===== src/logic/port_e_pkg.sv =====
// Constants shared by the general-purpose port block
package port_e_pkg;

  // ----------------------------------------------------------------------
  // Register byte offsets
  // ----------------------------------------------------------------------
  localparam logic [3:0] OFS_PIN_DATA = 4'h0;
  localparam logic [3:0] OFS_LATCH    = 4'h4;
  localparam logic [3:0] OFS_DIR      = 4'h8;

  // ----------------------------------------------------------------------
  // Field positions and bidirectional pin count
  // ----------------------------------------------------------------------
  localparam int BIT_IBF      = 7;
  localparam int BIT_OBF      = 6;
  localparam int BIT_INPUT_OVERFLOW_FLAG     = 5;
  localparam int BIT_MODE     = 4;
  localparam int BIT_PIN3     = 3;
  localparam int NUM_BIDIR    = 3;

  // ----------------------------------------------------------------------
  // Reset values and codes
  // ----------------------------------------------------------------------
  localparam logic [2:0] DIR_RESET       = 3'h7;
  localparam logic [2:0] LATCH_RESET     = 3'h0;
  localparam logic [3:0] PCFG_DIGITAL_LO = 4'hA;
  localparam logic [3:0] PCFG_DIGITAL_HI = 4'hF;

endpackage : port_e_pkg


===== src/logic/port_e_gpio.sv =====
// General-purpose port with direction control, slave port status and a Wishbone slave
// Notes on behaviour
// RULE_01: Large package gives four pins, three bidirectional with own direction bits.
// RULE_02: Bidirectional pin selected analog reads back as zero.
// RULE_03: Direction 1 releases the driver; direction 0 drives the latch onto the pin.
// RULE_04: Direction bits drive output enables even while a pin is analog.
// RULE_05: After power-on the three bidirectional pins come up as analog inputs.
// RULE_06: Latch register is mapped; reads return latch, not pin levels.
// RULE_07: Fourth pin input only; digital when clear-enable is 0, else master clear.
// RULE_08: Data bit for pin three exists only when master clear is disabled.
// RULE_09: Small package keeps only the input-only pin, and only with clear disabled.
// RULE_10: Direction bits in 2..0; bit 3 reads zero.
// RULE_11: After reset bits 7..4 read 0 and direction bits read 1.
// RULE_12: Input-buffer-full flag in bit 7 shows an unread received word.
// RULE_13: Output-buffer-full flag in bit 6 shows an unread written word.
// RULE_14: Overflow flag in bit 5 sets on write to full buffer; software clears.
// RULE_15: Mode bit 4 selects slave port operation when 1.
// RULE_16: Driven latch unaffected by analog; digital input path off while analog.
// RULE_17: In slave mode with inputs, pins 0..2 carry read, write and select strobes.
// RULE_18: Strobes also need the analog config field between 1010 and 1111.
// RULE_19: End of external write sets the slave port interrupt flag and input full.
// RULE_20: Writes to buffer-full flags are ignored; other bits take written values.
// RULE_21: Analog selection per pin comes in from the analog configuration logic.
//
// The Wishbone slave port and the placing of the registers are this design's own decisions.
`timescale 1ns/100ps

module port_e_gpio #(
  parameter bit LARGE_PACKAGE = 1'b1 // see RULE_01
) (
  input  wire logic        clk_sys,
  input  wire logic        reset_n,
  input  wire logic        wb_cyc_i,
  input  wire logic        wb_stb_i,
  input  wire logic        wb_we_i,
  input  wire logic [3:0]  wb_adr_i,
  input  wire logic [3:0]  wb_sel_i,
  input  wire logic [31:0] wb_dat_i,
  output logic             wb_ack_o,
  output logic [31:0]      wb_dat_o,
  input  wire logic [2:0]  pin_in,
  output logic [2:0]       pin_out,
  output logic [2:0]       pin_oe,
  input  wire logic        input_only_pin_3,
  input  wire logic        master_clear_enable_cfg,
  output logic             master_clear_request,
  input  wire logic [2:0]  analog_select, // see RULE_21
  input  wire logic [3:0]  analog_pin_config_field,
  input  wire logic        slave_write_end,
  input  wire logic        slave_read_start,
  input  wire logic        input_buffer_read,
  input  wire logic        output_buffer_write,
  output logic             slave_port_irq_flag,
  output logic             strobe_active,
  output logic             read_strobe_n,
  output logic             write_strobe_n,
  output logic             chip_select_n
);

  // ----------------------------------------------------------------------
  // State
  // ----------------------------------------------------------------------
  logic [2:0]  dir;
  logic [2:0]  latch;
  logic        slave_port_mode_bit;
  logic        input_buffer_full_flag;
  logic        output_buffer_full_flag;
  logic        input_overflow_flag;
  logic [2:0]  next_dir;
  logic [2:0]  next_latch;
  logic        next_mode;
  logic        next_ibf;
  logic        next_obf;
  logic        next_input_overflow_flag;
  logic        next_ack;
  logic [31:0] next_dat;
  logic [2:0]  next_pin_out;
  logic [2:0]  next_pin_oe;
  logic        next_master_clear_input_req;
  logic        next_irq;
  logic        next_strobe_active;
  logic [2:0]  next_strobes_n;

  // ----------------------------------------------------------------------
  // Bus decode
  // ----------------------------------------------------------------------
  logic        bus_req;
  logic        wr_lane0;
  logic [7:0]  dir_view;
  logic [7:0]  pin_view;
  logic [2:0]  digital_in;
  logic        pin3_present;
  logic        pcfg_digital;

  assign bus_req  = wb_cyc_i && wb_stb_i && !wb_ack_o;
  assign wr_lane0 = bus_req && wb_we_i && wb_sel_i[0];

  assign pin3_present = !master_clear_enable_cfg;                                 // see RULE_08
  assign digital_in   = LARGE_PACKAGE ? (pin_in & ~analog_select) : 3'h0;         // see RULE_02
  assign pcfg_digital = (analog_pin_config_field >= port_e_pkg::PCFG_DIGITAL_LO)
                     && (analog_pin_config_field <= port_e_pkg::PCFG_DIGITAL_HI); // see RULE_18

  always_comb begin
    pin_view = 8'h00;
    pin_view[2:0] = digital_in;                                                   // see RULE_16
    pin_view[port_e_pkg::BIT_PIN3] = pin3_present && input_only_pin_3;            // see RULE_09
    dir_view = 8'h00;                                                             // see RULE_10
    if (LARGE_PACKAGE) begin
      dir_view[2:0] = dir;
      dir_view[port_e_pkg::BIT_MODE] = slave_port_mode_bit;
      dir_view[port_e_pkg::BIT_INPUT_OVERFLOW_FLAG] = input_overflow_flag;
      dir_view[port_e_pkg::BIT_OBF]  = output_buffer_full_flag;
      dir_view[port_e_pkg::BIT_IBF]  = input_buffer_full_flag;
    end
  end

  // ----------------------------------------------------------------------
  // Register next values
  // ----------------------------------------------------------------------
  always_comb begin
    next_dir   = dir;
    next_latch = latch;
    next_mode  = slave_port_mode_bit;
    next_input_overflow_flag  = input_overflow_flag;
    if (wr_lane0 && LARGE_PACKAGE) begin
      if (wb_adr_i == port_e_pkg::OFS_DIR) begin
        next_dir  = wb_dat_i[2:0];                                                // see RULE_20
        next_mode = wb_dat_i[port_e_pkg::BIT_MODE];                               // see RULE_15
        next_input_overflow_flag = wb_dat_i[port_e_pkg::BIT_INPUT_OVERFLOW_FLAG];
      end
      if (wb_adr_i == port_e_pkg::OFS_LATCH) begin
        next_latch = wb_dat_i[2:0];                                               // see RULE_06
      end
    end
    if (slave_write_end && input_buffer_full_flag) begin
      next_input_overflow_flag = 1'b1;                                                           // see RULE_14
    end
    next_ibf = input_buffer_full_flag;
    if (input_buffer_read) begin
      next_ibf = 1'b0;
    end
    if (slave_write_end) begin
      next_ibf = 1'b1;                                                            // see RULE_12
    end
    next_obf = output_buffer_full_flag;
    if (output_buffer_write) begin
      next_obf = 1'b1;
    end
    if (slave_read_start) begin
      next_obf = 1'b0;                                                            // see RULE_13
    end
    next_irq = slave_write_end;                                                   // see RULE_19
  end

  always_ff @(posedge clk_sys or negedge reset_n) begin
    if (!reset_n) begin
      dir                     <= port_e_pkg::DIR_RESET;                           // see RULE_11
      latch                   <= port_e_pkg::LATCH_RESET;
      slave_port_mode_bit     <= 1'b0;
      input_overflow_flag     <= 1'b0;
      input_buffer_full_flag  <= 1'b0;
      output_buffer_full_flag <= 1'b0;
      slave_port_irq_flag     <= 1'b0;
    end else begin
      dir                     <= next_dir;
      latch                   <= next_latch;
      slave_port_mode_bit     <= next_mode;
      input_overflow_flag     <= next_input_overflow_flag;
      input_buffer_full_flag  <= next_ibf;
      output_buffer_full_flag <= next_obf;
      slave_port_irq_flag     <= next_irq;
    end
  end

  // ----------------------------------------------------------------------
  // Bus answer
  // ----------------------------------------------------------------------
  always_comb begin
    next_ack = bus_req;
    next_dat = 32'h0000_0000;
    if (bus_req && !wb_we_i) begin
      unique case (wb_adr_i)
        port_e_pkg::OFS_PIN_DATA: next_dat = {24'h00_0000, pin_view};
        port_e_pkg::OFS_LATCH:    next_dat = LARGE_PACKAGE ? {29'h0, latch} : 32'h0; // see RULE_06
        port_e_pkg::OFS_DIR:      next_dat = {24'h00_0000, dir_view};
        default:                  next_dat = 32'h0000_0000;
      endcase
    end
  end

  always_ff @(posedge clk_sys or negedge reset_n) begin
    if (!reset_n) begin
      wb_ack_o <= 1'b0;
      wb_dat_o <= 32'h0000_0000;
    end else begin
      wb_ack_o <= next_ack;
      wb_dat_o <= next_dat;
    end
  end

  // ----------------------------------------------------------------------
  // Pins, master clear and strobes
  // ----------------------------------------------------------------------
  always_comb begin
    next_pin_out  = latch;                                                        // see RULE_16
    next_pin_oe   = LARGE_PACKAGE ? ~dir : 3'h0;                                  // see RULE_03
    next_master_clear_input_req = master_clear_enable_cfg && !input_only_pin_3;                 // see RULE_07
    next_strobe_active = LARGE_PACKAGE && slave_port_mode_bit && (&dir) && pcfg_digital;
    next_strobes_n = 3'h7;
    if (next_strobe_active) begin
      next_strobes_n = pin_in;                                                    // see RULE_17
    end
  end

  always_ff @(posedge clk_sys or negedge reset_n) begin
    if (!reset_n) begin
      pin_out              <= port_e_pkg::LATCH_RESET;
      pin_oe               <= 3'h0;                                               // see RULE_05
      master_clear_request <= 1'b0;
      strobe_active        <= 1'b0;
      read_strobe_n        <= 1'b1;
      write_strobe_n       <= 1'b1;
      chip_select_n        <= 1'b1;
    end else begin
      pin_out              <= next_pin_out;
      pin_oe               <= next_pin_oe;                                        // see RULE_04
      master_clear_request <= next_master_clear_input_req;
      strobe_active        <= next_strobe_active;
      read_strobe_n        <= next_strobes_n[0];
      write_strobe_n       <= next_strobes_n[1];
      chip_select_n        <= next_strobes_n[2];
    end
  end
endmodule : port_e_gpio


===== config.mk =====
export PLATFORM = sky130hd
export DESIGN_NAME = port_e_gpio
export DESIGN_NICKNAME = d
export VERILOG_FILES = /design/src/logic/port_e_pkg.sv /design/src/logic/port_e_gpio.sv
export SDC_FILE = /design/constraint.sdc
export NUM_CORES = 1
export LEC_CHECK = 0
export BUFFER_PORTS_ARGS = -buffer_cell sky130_fd_sc_hd__buf_4
export CORE_ASPECT_RATIO = 1.2
export CORE_MARGIN = 3
export CORE_UTILIZATION = 36
export CTS_CLUSTER_DIAMETER = 50
export DETAILED_ROUTE_END_ITERATION = 16
export GPL_TIMING_DRIVEN = 0
export HOLD_SLACK_MARGIN = 0.02
export PLACE_DENSITY = 0.76
export REMOVE_ABC_BUFFERS = 1
export SKIP_CTS_REPAIR_TIMING = 1
export SLEW_MARGIN = 20
export SYNTH_ARGS = -nofsm -noshare
export SYNTH_HDL_FRONTEND = slang
export SYNTH_SLANG_ARGS = --single-unit

===== constraint.sdc =====
create_clock -name clk_sys -period 1.25 [get_ports clk_sys]
set_input_delay 0.25 -clock clk_sys [delete_from_list [all_inputs] [get_ports clk_sys]]
set_output_delay 0.25 -clock clk_sys [all_outputs]
set_load 0.03 [all_outputs]

==> results.toml <==
[power_and_ir_drop]
switchingPower_mw = 0.595
powerDensity_mw_per_mm2 = 1290
ir_drop_v = 0.000402
comb_power_share = 0.142
totalPowerFinal_mw = 2.41
p_int_mw = 1.82
pwr-share-clk = 0.413
p_leak_nw = 0.975
sequentialPowerShare = 0.446
p_sw_frac = 0.247

[synth]
ys_seq_elements = 31
synth-seq-area-share = 0.556
yosys_warnings = 0
syn_inst = 110
synth_area_leaders = "dfrtp_1 (44%), buf_4 (13%), dfstp_2 (11%)"
synth_edf_count = 0
netlist-cell-type-count = 27
synth_top_area_cell = "dfrtp_1"
synthArstFlopShare = 1.00
synthFlopType = "dfrtp_1"
syn_avg_cell_area_sq_um = 12.8
syn_area_sq_mm = 0.00141
synth_top_area_share = 0.444

[finish]
fin_nets = 227
fin_cells = 219
drive_above_1_share = 0.473
final_cell_mix = "buf_4 (50), dfrtp_1 (25), conb_1 (24), nand2_1 (7)"
nFillCells = 333
final_common_cell = "buf_4"
syn_to_final_growth_pct = 33.3
n_antenna_cell = 0

[place]
dp_cells = 210
place_hpwl_mm = 1.96
io_buffers = 50
place_ws_ns = -0.0873
place_congestion = 0.770

[floorplan]
ios = 106
die_h_um = 74.5
die_area_sq_mm = 0.00470
initial_core_util = 0.381
placementRows = 24
die_w_um = 63.1
coreArea_sq_mm = 0.00369

[routing]
drt-pass1-iter-count = 3
drt_iter0_drc = 8
routedWlPerCell_um = 11.5
vias_per_cell = 4.12
num_vias = 902
drc = 0
wl_mm = 2.53
ant_nets = 0

[sta]
clock_skew_ns = 0.00502
setup_viol = 4
min_period_ns = 1.30
hold_viol_final = 0
slew_viol_final = 0
max_slew_margin = 0.643
rsz0062_at_grt = "yes"
fmax_mhz = 772
finalCritPeriodShare = 1.04
worst_pin_slew_ns = 0.531
layout_setup_ws_ns = -0.0457

[status]
status = "complete, but fails checks"
violations = "setup timing"

[worst_setup_path]
cp-start-kind = "flop"
r2r-start = "wb_ack_o"
critPathRequiredTime_ns = 1.44
path_class = "flop to flop"
critical_path_arrival_ns = 1.49
critPathLaunch = "wb_ack_o"
path_max_fanout = 4
endpoint_kind = "flop"

[clock_tree]
htree_levels = 2
cts_buffer_depth = 2
cts_buffers = 5
clkTransAtPathRegs_ns = 0.06
clk_latency_ns = 0.28
cts_tree = "built"
cts_root_buffer = "clkbuf_8"
clock_sinks = 31

[flow_run]
maxCapViolCount = 0

[grt]
grt_max_degree = 32
grt.total_usage = 0.110
grt_pass1_wl_mm = 3.77
grt_pass1_vias = 843
grt-ovfl-total = 0
antenna_found_initial = 0

[worst_hold_path]
min_from = "slave_write_end"
hold_class = "input port to flop"
[through the flow]
step	util	area [sq um]	setup TNS (ns)	hold WS (ns)
3_3_place_gp	0.472	1740	-0.312	0.196
2_1_floorplan	-	1300	-1.02	-0.0456
3_5_place_dp	0.472	1740	-0.334	0.197
5_1_grt	0.508	1880	-0.628	0.0856
6_report	0.508	1880	-0.143	0.0995
4_1_cts	0.504	1860	-0.191	-0.116
[sequential cells by signal, summed over array words and instances, names as in the netlist]
name                     flops
chip_select_n                1
dir                          3
input_buffer_full_flag       1
input_overflow_flag          1
latch                        3
master_clear_request         1
output_buffer_full_flag      1
pin_oe                       3
pin_out                      3
read_strobe_n                1
slave_port_irq_flag          1
slave_port_mode_bit          1
strobe_active                1
wb_ack_o                     1
wb_dat_o                     8
write_strobe_n               1
[final timing paths]
path / end / depth (start not counted) / slack (ns)
max in group asynchronous: read_strobe_n / 2 / 0.51
worst max-delay path: wb_dat_o[3] / 3 / -0.05
worst min register to register: pin_out[2] / 0 / 0.41
worst max register to register: wb_dat_o[3] / 3 / -0.05
worst min-delay path: slave_port_irq_flag / 1 / 0.1
min in group asynchronous: wb_dat_o[1] / 2 / 0.42
[kinds of logic after synthesis]
family,share of synthesized area
AOI/OAI and AO/OA,0.0453
other,0.00266
DFF,0.556
and+or+nand+nor,0.175
buffers and inverters,0.149
muxes,0.0711
[final cells by class]
| type | instances | area, sq um | share of cell area |
|---|---|---|---|
| Multi-Input combinational cell | 72 | 507 | 0.270 |
| Inverter | 5 | 18.8 | 0.0100 |
| Timing Repair Buffer | 51 | 385 | 0.205 |
| Sequential cell | 31 | 783 | 0.417 |
| Tap cell | 52 | 65.1 | 0.0347 |
| Clock buffer | 6 | 82.6 | 0.0440 |
| Clock inverter | 2 | 35.0 | 0.0187 |
[power by group through the flow]
stage / clock [mW] / combinational (mW) / sequential [mW]
2_1_floorplan: 0 / 0.154 / 1.13
3_3_place_gp: 0 / 0.336 / 1.09
3_5_place_dp: 0 / 0.339 / 1.09
4_1_cts: 1.03 / 0.339 / 1.08
5_1_grt: 1.07 / 0.366 / 1.08
6_report: 0.996 / 0.342 / 1.08
[worst max-delay path, stage by stage, from the launching register on]
cell and delay, ns:
dfrtp_1 0.37, nand3b_4 0.16, or4_4 0.47, nor4_4 0.21
[cells in the mapped netlist, types with 3 or more instances]
cell type and count:
a21oi_1 5, buf_4 24, inv_1 5, a21o_1 4, mux2_4 3, mux2_2 4, dfrtp_1 25, nand2_1 7
dfstp_2 6, or3b_1 3, nor2_1 3, and3_1 4, or3_1 3
[metal layers]
metal,GRT usage,vias to the layer above,share of wire
li1,-,432,-
met1,0.117,415,0.37
met2,0.171,48,0.49
met3,0.0468,7,0.10
met4,0.0882,0,0.032
met5,0,-,0
(Power assumes the default switching activity.)
